<file path="src/hw/qcm_pkg.sv">
// Register map, field layout and shared codes of the quad counter block.
package qcm_pkg;
    localparam int          ADDR_W        = 12;
    localparam logic [11:0] ADDR_CNT_A    = 12'h000;
    localparam logic [11:0] ADDR_CNT_B    = 12'h004;
    localparam logic [11:0] ADDR_CNT_C    = 12'h008;
    localparam logic [11:0] ADDR_CNT_D    = 12'h00c;
    localparam logic [11:0] ADDR_CLK_SEL  = 12'h010;
    localparam logic [11:0] ADDR_CFG_ONE  = 12'h014;
    localparam logic [11:0] ADDR_CFG_TWO  = 12'h018;
    localparam logic [11:0] ADDR_RUN      = 12'h01c;
    localparam logic [7:0]  REG_RESET     = 8'h00;
    localparam int          DIR_POS       = 4;
    localparam int          JOIN_LOW_POS  = 2;
    localparam int          JOIN_HIGH_POS = 3;
    localparam int          PULSE_POS     = 0;
    localparam int          CAP_POS       = 4;
    localparam int          RUN_POS       = 0;
    localparam int          HALVE_POS     = 4;
    localparam logic [1:0]  SRC_PIN       = 2'h0;
    localparam logic [1:0]  RESP_OKAY     = 2'h0;
    localparam logic [1:0]  RESP_SLVERR   = 2'h2;
endpackage : qcm_pkg

</file>
<file path="src/hw/qcm_tick.sv">
// Clock source selection, pin synchroniser and optional halving for one counter.
module qcm_tick
    import qcm_pkg::*;
(
    input  wire logic       aclk,
    input  wire logic       aresetn,
    input  wire logic [3:0] sources,
    input  wire logic [1:0] clock_source_code,
    input  wire logic       pin_clock_halve,
    input  wire logic       run,
    output logic            tick
);
    typedef struct packed {
        logic [3:0] meta;
        logic [3:0] sync;
        logic [3:0] prev;
        logic       half;
        logic       edge_q;
    } qcm_tick_state_t;

    qcm_tick_state_t s;
    qcm_tick_state_t next_s;
    logic [3:0]      rise;

    // Rising edges seen on the synchronised sources.
    assign rise = s.sync & ~s.prev;
    // A tick only counts while the counter runs, so a stopped counter ignores edges.
    assign tick = s.edge_q & run;

    // Two flip-flops per source, then edge pick and optional halving of the pin clock.
    always_comb begin
        next_s        = s;
        next_s.meta   = sources;
        next_s.sync   = s.meta;
        next_s.prev   = s.sync;
        next_s.edge_q = 1'b0;
        if (run && rise[clock_source_code]) begin
            if (clock_source_code == SRC_PIN && pin_clock_halve) begin
                next_s.half   = ~s.half;
                next_s.edge_q = s.half;
            end else begin
                next_s.edge_q = 1'b1;
            end
        end
    end

    // State register with synchronous reset.
    always_ff @(posedge aclk) begin
        if (!aresetn) begin
            s <= '0;
        end else begin
            s <= next_s;
        end
    end
endmodule : qcm_tick

</file>
<file path="src/hw/qcm_count8.sv">
// One 8-bit up/down counting cell with a load port.
module qcm_count8
    import qcm_pkg::*;
(
    input  wire logic       aclk,
    input  wire logic       aresetn,
    input  wire logic       step,
    input  wire logic       up,
    input  wire logic       load,
    input  wire logic [7:0] load_value,
    output logic [7:0]      count
);
    typedef struct packed {
        logic [7:0] count;
    } qcm_count_state_t;

    qcm_count_state_t s;
    qcm_count_state_t next_s;

    assign count = s.count;

    // Load wins over a step; a step moves one count in the chosen direction.
    always_comb begin
        next_s = s;
        if (load) begin
            next_s.count = load_value;
        end else if (step) begin
            next_s.count = up ? 8'(s.count + 8'h01) : 8'(s.count - 8'h01);
        end
    end

    // Count register with synchronous reset.
    always_ff @(posedge aclk) begin
        if (!aresetn) begin
            s.count <= REG_RESET;
        end else begin
            s <= next_s;
        end
    end
endmodule : qcm_count8

</file>
<file path="src/hw/qcm_quad_counter.sv">
// Quad 8-bit counter control: register slave, modes, pair joining, capture and pulse outputs.
//
// How it works
// Each counter advances only while its own run bit is set.
// When a pair is joined, the lower run bit drives both; upper ignored.
// Reading a count register returns live count, or captured count in capture mode.
// Writing a count register sets its comparison value, not a readback value.
// Counts are readable anytime; internal sources always give a correct value.
// A stopped counter holds its content and ignores pin clock edges.
// Counter mode counting up: a write sets comparison and clears the count.
// Counter mode counting down: a write sets comparison and loads it.
// That clear or load waits for the counter's first enabled clock edge.
// In pulse or capture mode a write changes only the comparison value.
// Switching into counter mode neither clears nor loads the count.
// Each counter has a 2-bit source code; 00 picks its own port A pin.
// A per-counter bit halves the pin clock before counting.
// Software changes internal versus pin source only while the counter is stopped.
// Software changes pin halving only while stopped or on an internal source.
// Capture exists only on the first pair; any nonzero edge code enables it.
// Joined pairs: lower counter is the low byte and sets the direction.
// First pair without capture: interrupts per counter or joined; pulse users silent.
// First pair with capture: interrupts mark captures; pin 0 follows pulse enable.
// Second pair: per counter or joined interrupts; pin 1 follows pulse enable.
// Software changes modes only while the affected counters are stopped.
// Spurious interrupts may occur while capture is switched on or off.
// Software leaves one instruction between configuring and enabling.
// Direction bit: 0 counts down, 1 counts up.
// Counter mode: at target or zero, interrupt and reload on the next tick.
// Register effects reach counters only on their own synchronised ticks.
module qcm_quad_counter
    import qcm_pkg::*;
(
    input  wire logic              aclk,
    input  wire logic              aresetn,
    input  wire logic [ADDR_W-1:0] s_axi_awaddr,
    input  wire logic              s_axi_awvalid,
    output logic                   s_axi_awready,
    input  wire logic [31:0]       s_axi_wdata,
    input  wire logic [3:0]        s_axi_wstrb,
    input  wire logic              s_axi_wvalid,
    output logic                   s_axi_wready,
    output logic [1:0]             s_axi_bresp,
    output logic                   s_axi_bvalid,
    input  wire logic              s_axi_bready,
    input  wire logic [ADDR_W-1:0] s_axi_araddr,
    input  wire logic              s_axi_arvalid,
    output logic                   s_axi_arready,
    output logic [31:0]            s_axi_rdata,
    output logic [1:0]             s_axi_rresp,
    output logic                   s_axi_rvalid,
    input  wire logic              s_axi_rready,
    input  wire logic [3:0]        port_a_pins,
    input  wire logic              rc_or_external_clock,
    input  wire logic              rc_quarter_clock,
    input  wire logic              prescaled_32khz_clock,
    input  wire logic              prescaled_1khz_clock,
    input  wire logic              prescaled_128hz_clock,
    input  wire logic              capture_source,
    input  wire logic [1:0]        port_b_data,
    output logic                   port_b_pin_zero,
    output logic                   port_b_pin_one,
    output logic                   first_counter_irq,
    output logic                   second_counter_irq,
    output logic                   third_counter_irq,
    output logic                   fourth_counter_irq
);
    typedef struct packed {
        logic              aw_got;
        logic              w_got;
        logic [ADDR_W-1:0] awaddr;
        logic [7:0]        wdata;
        logic              wstb;
        logic              bvalid;
        logic [1:0]        bresp;
        logic              rvalid;
        logic [31:0]       rdata;
        logic [1:0]        rresp;
        logic [3:0][7:0]   cmp;
        logic [7:0]        clk_sel;
        logic [7:0]        cfg_one;
        logic [7:0]        cfg_two;
        logic [7:0]        run_ctl;
        logic [3:0]        pending;
        logic [1:0][7:0]   shadow;
        logic [3:0]        irq;
        logic [1:0]        pwm_q;
        logic [1:0]        pin_q;
        logic              cap_meta;
        logic              cap_sync;
        logic              cap_prev;
    } qcm_state_t;

    qcm_state_t      s;
    qcm_state_t      next_s;
    logic [3:0][3:0] srcs;
    logic [3:0][7:0] cnt;
    logic [3:0][7:0] load_val;
    logic [3:0]      tick;
    logic [3:0]      en;
    logic [3:0]      up;
    logic [3:0]      cm;
    logic [3:0]      step;
    logic [3:0]      load;
    logic [1:0]      casc;
    logic [1:0]      pwm_on;
    logic            cap_on;
    logic            cap_ev;
    logic            wr_do;
    logic [15:0]     c16;
    logic [15:0]     m16;
    logic [7:0]      rd_cnt;

    // Mode bits decoded from the configuration registers.
    assign casc   = {s.cfg_one[JOIN_HIGH_POS], s.cfg_one[JOIN_LOW_POS]};
    assign pwm_on = s.cfg_one[PULSE_POS +: 2];
    assign cap_on = |s.cfg_two[CAP_POS +: 2];
    // Capture edge on the synchronised capture signal, filtered by the edge code.
    assign cap_ev = cap_on && ((s.cfg_two[CAP_POS] && s.cap_sync && !s.cap_prev)
                  || (s.cfg_two[CAP_POS + 1] && !s.cap_sync && s.cap_prev));
    assign wr_do  = s.aw_got && s.w_got && !s.bvalid;

    // Bus handshake outputs and registered answers.
    assign s_axi_awready      = !s.aw_got && !s.bvalid;
    assign s_axi_wready       = !s.w_got && !s.bvalid;
    assign s_axi_bvalid       = s.bvalid;
    assign s_axi_bresp        = s.bresp;
    assign s_axi_arready      = !s.rvalid;
    assign s_axi_rvalid       = s.rvalid;
    assign s_axi_rdata        = s.rdata;
    assign s_axi_rresp        = s.rresp;
    assign port_b_pin_zero    = s.pin_q[0];
    assign port_b_pin_one     = s.pin_q[1];
    assign first_counter_irq  = s.irq[0];
    assign second_counter_irq = s.irq[1];
    assign third_counter_irq  = s.irq[2];
    assign fourth_counter_irq = s.irq[3];

    // Per counter: run and direction routing, mode, source mux, tick and count cell.
    for (genvar i = 0; i < 4; i++) begin : g_cnt
        localparam int P  = i / 2;
        localparam bit HI = (i % 2) == 1;
        assign en[i] = (HI && casc[P]) ? s.run_ctl[RUN_POS + 2 * P] : s.run_ctl[RUN_POS + i];
        assign up[i] = (HI && casc[P]) ? s.cfg_one[DIR_POS + 2 * P] : s.cfg_one[DIR_POS + i];
        assign cm[i] = !(pwm_on[P] && (!HI || casc[P])) && !(cap_on && P == 0);
        assign load_val[i] = up[i] ? 8'h00 : s.cmp[i];
        if (P == 0) begin : g_src_low
            assign srcs[i] = {prescaled_128hz_clock, rc_quarter_clock, rc_or_external_clock, port_a_pins[i]};
        end else begin : g_src_high
            assign srcs[i] = {prescaled_128hz_clock, prescaled_1khz_clock, prescaled_32khz_clock, port_a_pins[i]};
        end
        qcm_tick u_tick (
            .aclk              (aclk),
            .aresetn           (aresetn),
            .sources           (srcs[i]),
            .clock_source_code (s.clk_sel[2 * i +: 2]),
            .pin_clock_halve   (s.run_ctl[HALVE_POS + i]),
            .run               (en[i]),
            .tick              (tick[i])
        );
        qcm_count8 u_count (
            .aclk       (aclk),
            .aresetn    (aresetn),
            .step       (step[i]),
            .up         (up[i]),
            .load       (load[i]),
            .load_value (load_val[i]),
            .count      (cnt[i])
        );
    end

    // Counting control, capture, pulse outputs and the register slave.
    always_comb begin
        next_s          = s;
        step            = '0;
        load            = '0;
        c16             = 16'h0000;
        m16             = 16'h0000;
        rd_cnt          = 8'h00;
        next_s.irq      = '0;
        next_s.cap_meta = capture_source;
        next_s.cap_sync = s.cap_meta;
        next_s.cap_prev = s.cap_sync;
        for (int p = 0; p < 2; p++) begin
            if (casc[p]) begin
                c16 = {cnt[2 * p + 1], cnt[2 * p]};
                m16 = {s.cmp[2 * p + 1], s.cmp[2 * p]};
                if (tick[2 * p]) begin
                    if (s.pending[2 * p] || s.pending[2 * p + 1]) begin
                        load[2 * p]                = 1'b1;
                        load[2 * p + 1]            = 1'b1;
                        next_s.pending[2 * p +: 2] = 2'b00;
                    end else if (cm[2 * p] && (up[2 * p] ? (c16 == m16) : (c16 == 16'h0000))) begin
                        load[2 * p]       = 1'b1;
                        load[2 * p + 1]   = 1'b1;
                        next_s.irq[2 * p] = 1'b1;
                    end else begin
                        step[2 * p]     = 1'b1;
                        step[2 * p + 1] = up[2 * p] ? (cnt[2 * p] == 8'hff) : (cnt[2 * p] == 8'h00);
                    end
                    next_s.pwm_q[p] = c16 <= m16;
                end
            end else begin
                for (int k = 2 * p; k < 2 * p + 2; k++) begin
                    if (tick[k]) begin
                        if (s.pending[k]) begin
                            load[k]           = 1'b1;
                            next_s.pending[k] = 1'b0;
                        end else if (cm[k] && (up[k] ? (cnt[k] == s.cmp[k]) : (cnt[k] == 8'h00))) begin
                            load[k]       = 1'b1;
                            next_s.irq[k] = 1'b1;
                        end else begin
                            step[k] = 1'b1;
                        end
                    end
                end
                if (tick[2 * p]) begin
                    next_s.pwm_q[p] = cnt[2 * p] <= s.cmp[2 * p];
                end
            end
            // The pin carries the sampled pulse only while its pulse output is on.
            next_s.pin_q[p] = pwm_on[p] ? s.pwm_q[p] : port_b_data[p];
        end
        // A capture copies both first pair counts and flags both interrupts.
        if (cap_ev) begin
            next_s.shadow[0] = cnt[0];
            next_s.shadow[1] = cnt[1];
            next_s.irq[1:0]  = 2'b11;
        end
        // Write address and data are taken in either order, then answered.
        if (s_axi_awvalid && s_axi_awready) begin
            next_s.aw_got = 1'b1;
            next_s.awaddr = s_axi_awaddr;
        end
        if (s_axi_wvalid && s_axi_wready) begin
            next_s.w_got = 1'b1;
            next_s.wdata = s_axi_wdata[7:0];
            next_s.wstb  = s_axi_wstrb[0];
        end
        if (s.bvalid && s_axi_bready) begin
            next_s.bvalid = 1'b0;
        end
        if (wr_do) begin
            next_s.aw_got = 1'b0;
            next_s.w_got  = 1'b0;
            next_s.bvalid = 1'b1;
            next_s.bresp  = RESP_OKAY;
            case (s.awaddr)
                ADDR_CNT_A, ADDR_CNT_B, ADDR_CNT_C, ADDR_CNT_D: begin
                    if (s.wstb) begin
                        next_s.cmp[s.awaddr[3:2]] = s.wdata;
                        if (cm[s.awaddr[3:2]]) begin
                            next_s.pending[s.awaddr[3:2]] = 1'b1;
                        end
                    end
                end
                ADDR_CLK_SEL: begin
                    if (s.wstb) begin
                        next_s.clk_sel = s.wdata;
                    end
                end
                ADDR_CFG_ONE: begin
                    if (s.wstb) begin
                        next_s.cfg_one = s.wdata;
                    end
                end
                ADDR_CFG_TWO: begin
                    if (s.wstb) begin
                        next_s.cfg_two = s.wdata;
                    end
                end
                ADDR_RUN: begin
                    if (s.wstb) begin
                        next_s.run_ctl = s.wdata;
                    end
                end
                default: begin
                    next_s.bresp = RESP_SLVERR;
                end
            endcase
        end
        // Reads answer one cycle after the address is taken.
        if (s.rvalid && s_axi_rready) begin
            next_s.rvalid = 1'b0;
        end
        rd_cnt = (cap_on && !s_axi_araddr[3]) ? s.shadow[s_axi_araddr[2]] : cnt[s_axi_araddr[3:2]];
        if (s_axi_arvalid && s_axi_arready) begin
            next_s.rvalid = 1'b1;
            next_s.rresp  = RESP_OKAY;
            case (s_axi_araddr)
                ADDR_CNT_A, ADDR_CNT_B, ADDR_CNT_C, ADDR_CNT_D: next_s.rdata = {24'h000000, rd_cnt};
                ADDR_CLK_SEL: next_s.rdata = {24'h000000, s.clk_sel};
                ADDR_CFG_ONE: next_s.rdata = {24'h000000, s.cfg_one};
                ADDR_CFG_TWO: next_s.rdata = {24'h000000, s.cfg_two};
                ADDR_RUN:     next_s.rdata = {24'h000000, s.run_ctl};
                default: begin
                    next_s.rdata = 32'h00000000;
                    next_s.rresp = RESP_SLVERR;
                end
            endcase
        end
    end

    // State register with synchronous reset.
    always_ff @(posedge aclk) begin
        if (!aresetn) begin
            s <= '0;
        end else begin
            s <= next_s;
        end
    end
endmodule : qcm_quad_counter

</file>
<file path="config.mk">
export PLATFORM = sky130hd
export DESIGN_NAME = qcm_quad_counter
export DESIGN_NICKNAME = d
export VERILOG_FILES = /design/src/hw/qcm_pkg.sv /design/src/hw/qcm_tick.sv /design/src/hw/qcm_count8.sv /design/src/hw/qcm_quad_counter.sv
export SDC_FILE = /design/constraint.sdc
export NUM_CORES = 1
export LEC_CHECK = 0
export ABC_AREA = 1
export BUFFER_PORTS_ARGS = -buffer_cell sky130_fd_sc_hd__buf_2
export CORE_AREA = 2 2 143 145
export DETAILED_ROUTE_END_ITERATION = 10
export DIE_AREA = 0 0 145 147
export PLACE_DENSITY = 0.83
export SLEW_MARGIN = 10
export SYNTH_ARGS = -nofsm -noshare
export SYNTH_HDL_FRONTEND = slang
export SYNTH_HIERARCHICAL = 1
export SYNTH_SLANG_ARGS = --single-unit
</file>
<file path="constraint.sdc">
create_clock -name aclk -period 2.8 [get_ports aclk]
set_input_delay 0 -clock aclk [delete_from_list [all_inputs] [get_ports aclk]]
set_output_delay 0 -clock aclk [all_outputs]
set_load 0.01 [all_outputs]
</file>
==> key figures <==
Clock network
  – Clock-pin slew on the worst setup and hold paths: approximately 0.060 ns
  – Clock Tree Buf Depth: 3
  – Num CTS Buffers: 23
  – Clock Latency Late Sink: a little over 0.5 ns
  – # clock sinks: around 220
  – Root buffer cell: clkbuf_16
  – CTS tree: yes
  – CTS H-tree lvls: 1
  – # Post-CTS Setup Buffers: 0

Logic synthesis
  – EDFF count, synth: 0
  – Yosys reg bits: between 200 and 250
  – Syn Area/Cell: 6.93 µm²
  – Post-synth cell types: 42
  – Cell taking the most area after synthesis: dfxtp_1
  – Synth top area share: 0.372
  – Sequential share of the synthesized area: 0.372
  – Compound-Gate Fraction of Synth Area: 0.159
  – XOR/XNOR Fraction of Synth Area: 0.00299
  – Synth Cell Area: 0.0117 mm²
  – Ys async rst share: 0
  – Post-synthesis simple-gate area fraction: 0.281
  – Top cells by area, synth: dfxtp_1 (37%), nand2_1 (11%), inv_1 (7.1%)
  – Post-synthesis cell count: around 1.7k
  – Synth warn: 6
  – Synth Flop Type: dfxtp_1
  – Largest family of logic cells by synthesized area: simple AND/OR/NAND/NOR gates
  – Post-Synth Adder-Cell Area: 0.0666
  – Post-synthesis mux area share: 0

Power and ir drop
  – Seq pwr share: 0.475
  – Max IR drop VDD: 0.540 mV
  – PwrDens: between 500 and 600 mW/mm²
  – Psw: approximately 1.6 mW
  – Part of the power in the clock network: 0.460
  – Cell Int Power: 5.27 mW
  – Sw Ratio: 0.231
  – Leakage: between 6 and 7 nW
  – Combinational share of power: 0.065

Detailed routing
  – Routed Antenna Nets: 0
  – Drt wl/cell: approximately 15 µm
  – WL final: around 31,000 µm
  – Drc violations: 0
  – Vias/cell: 5.48
  – Pre-antenna DRT Iters: 7
  – Starting DRT DRC Count: about 940
  – Via count: about 11k

Placed design
  – GPL Wtd Cong: ~0.92
  – Port bufs: between 70 and 80
  – HPWL after DPL: 21,800 µm
  – Inst Count DP: 2,019

Timing
  – Worst-Margin Slew: ~0.85 ns
  – Final min period: 2.47 ns
  – Final slew viol count: 0
  – Crit share post-route: 0.880
  – Relative slew slack: 0.433
  – Final Hold Fails: 0
  – F_max: between 400 and 500 MHz
  – Final Setup Violations: 0
  – RSZ-0062 raised after global routing: no
  – Worst Skew: 0.00886 ns
  – Fin Setup TNS: 0 ns

Finish
  – Diode count: 0
  – Area delta synth->final: 15.5%
  – Final std cells w/o fill: between 2k and 2.5k
  – Filler cell count: around 1.6k
  – Share of layout cells above drive strength 1: 0.111
  – Fin nets: 1,954

Die
  – Die Wd: 145 µm
  – Ports: 126
  – Initial core utilization: 0.591
  – Std-Cell Rows: 52
  – Die area: between 0.02 and 0.025 mm²
  – Die Ht: 147 µm
  – CORE AREA: 0.0198 mm²

Global route
  – Vias in the first global route: 10.8k
  – Initial antenna violation count: 0
  – Global-route wire length before repair: 51,100 µm
  – Largest net degree at the start of global routing: 59
  – GRT Overall Usage: 0.289
  – Gr ovfl total: 0

Setup path
  – CP max FO: 6
  – Crit path launch: g_cnt[2].u_count/count[0]$_SDFFE_PN0P_
  – CP Capture Type: register
  – Startpoint types: register
  – Worst Path Arrival: about 2.9 ns
  – Critical-path top delay cell: dfxtp_1
  – Worst-path cell chain: inv_1 -> ha_1 -> nand2_1 -> nor2_1 -> nand2_1 -> o21ai_1 -> nand4_1 -> nand2_1 -> nand3_1 -> nand2_2 -> inv_2 -> nand2_1 -> inv_2 -> nand2_1 -> nand3_1 -> nand2_1 -> inv_1
  – Top cell by count, worst path: nand2_1
  – Crit path kind: register to register
  – Reg2reg start: g_cnt[2].u_count/count[0]$_SDFFE_PN0P_
  – CP required: about 3.2 ns
  – CP max stage delay: 0.44 ns

Worst hold path
  – Critical hold path startpoint: s_axi_araddr[5]
  – Hold Path Class: input pin to register

Job
  – Max Cap Viol: 0

Outcome
  – Status: finished, final reports clean
==> critical path, delay by kind of cell, from the launching register on <==
family | cells | cell delay [ns]
compound gates | 1 | 0.20
fa+ha+maj | 1 | 0.30
buf+inv | 4 | 0.31
flops | 1 | 0.44
simple gates | 11 | 1.11
==> sequential cells by signal, summed over array words and instances (netlist names), 8 cells and up <==
name	count
s_axi_rdata	8
g_cnt.u_tick/s	24
s	104
g_cnt.u_tick/next_s	32
g_cnt.u_count/count	32
==> worst paths after layout <==
kind	endpoint	slack, ns	cells after the start
max	g_cnt[2].u_count/count[1]$_SDFFE_PN0P_	0.33	17
min	s_axi_rdata[7]$_SDFFE_PN0P_	0.02	6
min reg2reg	g_cnt[3].u_tick/next_s[5]$_SDFF_PN0_	0.41	2
max reg2reg	g_cnt[2].u_count/count[1]$_SDFFE_PN0P_	0.33	17
==> power groups by stage <==
| stage | registers, mW | logic [mW] | clock network, mW |
|---|---|---|---|
| after CTS | 3.25 | 0.428 | 3.16 |
| after global routing | 3.25 | 0.491 | 3.28 |
| after detailed placement | 3.31 | 0.381 | 0 |
| after global placement | 3.31 | 0.371 | 0 |
| final | 3.25 | 0.444 | 3.15 |
| after floorplan | 3.28 | 0.295 | 0 |
==> synthesized netlist by cell type (5+ instances only) <==
cell type,count
clkbuf_1,31
nor2_1,198
a31oi_1,14
dfxtp_1,218
o22ai_1,9
buf_2,15
and3_1,5
a21oi_1,131
nor3_1,7
inv_2,14
nand4_1,13
nor2_2,12
a22oi_1,12
nand3b_1,12
o21ai_0,112
nand3_1,130
ha_1,56
a211oi_1,33
inv_1,222
buf_4,38
nand2_1,359
==> per-stage QoR <==
| stage | hold WS [ns] | instance area, µm² | utilization | setup WS [ns] | total power, mW |
|---|---|---|---|---|---|
| 2_1_floorplan | 0.0976 | 11800 | - | 0.582 | 3.57 |
| 3_3_place_gp | 0.179 | 12400 | 0.623 | 0.373 | 3.68 |
| 3_5_place_dp | 0.184 | 12400 | 0.623 | 0.292 | 3.69 |
| 4_1_cts | 0.00994 | 13600 | 0.683 | 0.266 | 6.84 |
| 5_1_grt | 0.0640 | 13600 | 0.683 | 0.0726 | 7.03 |
| 6_report | 0.0165 | 13600 | 0.683 | 0.335 | 6.85 |
==> kinds of logic (layout without fill, tap and decap cells) <==
group	count (synthesis)	count (layout)
AND/OR/NAND/NOR	758	758
AO/OA/AOI/OAI	328	328
buffers and inverters	325	434
flip-flops	218	218
adder cells (fa/ha/maj)	60	60
XOR/XNOR	4	4
other	1	26
==> layout make-up <==
type	instances	area [µm²]	share of cell area
clock buffer	32	669	0.0494
sequential	218	4360	0.322
inverter	239	897	0.0662
timing repair buffer	157	1100	0.0814
tap	270	338	0.0249
clock inverter	6	109	0.00803
multi-input combinational	1176	6070	0.448
==> cell usage in the layout (no fill, tap or decap), types with 13 or more instances in the layout <==
cell           instances
buf_4                 45
o21ai_0              111
ha_1                  56
inv_1                222
nand3_1              130
buf_2                 71
clkbuf_16             23
dfxtp_1              218
a21oi_1              131
a211oi_1              33
nor2_1               198
nand2_1              358
inv_2                 14
a31oi_1               13
dlygate4sd3_1         41
conb_1                26
nand4_1               13
==> repair_timing <==
item | in CTS | in global routing
endpoints found under the hold margin | 75 | 0
setup endpoints to repair | 0 | 2
gates resized for setup | 0 | 2
hold buffers | 41 | 0
==> metal layers <==
metal,up-vias,part of all wire,GRT usage
li1,5698,-,-
met1,5241,0.40,0.352
met2,449,0.49,0.509
met3,100,0.073,0.0444
met4,0,0.040,0.125
met5,-,0,0
Note: power is estimated with default switching activity, not from simulation.
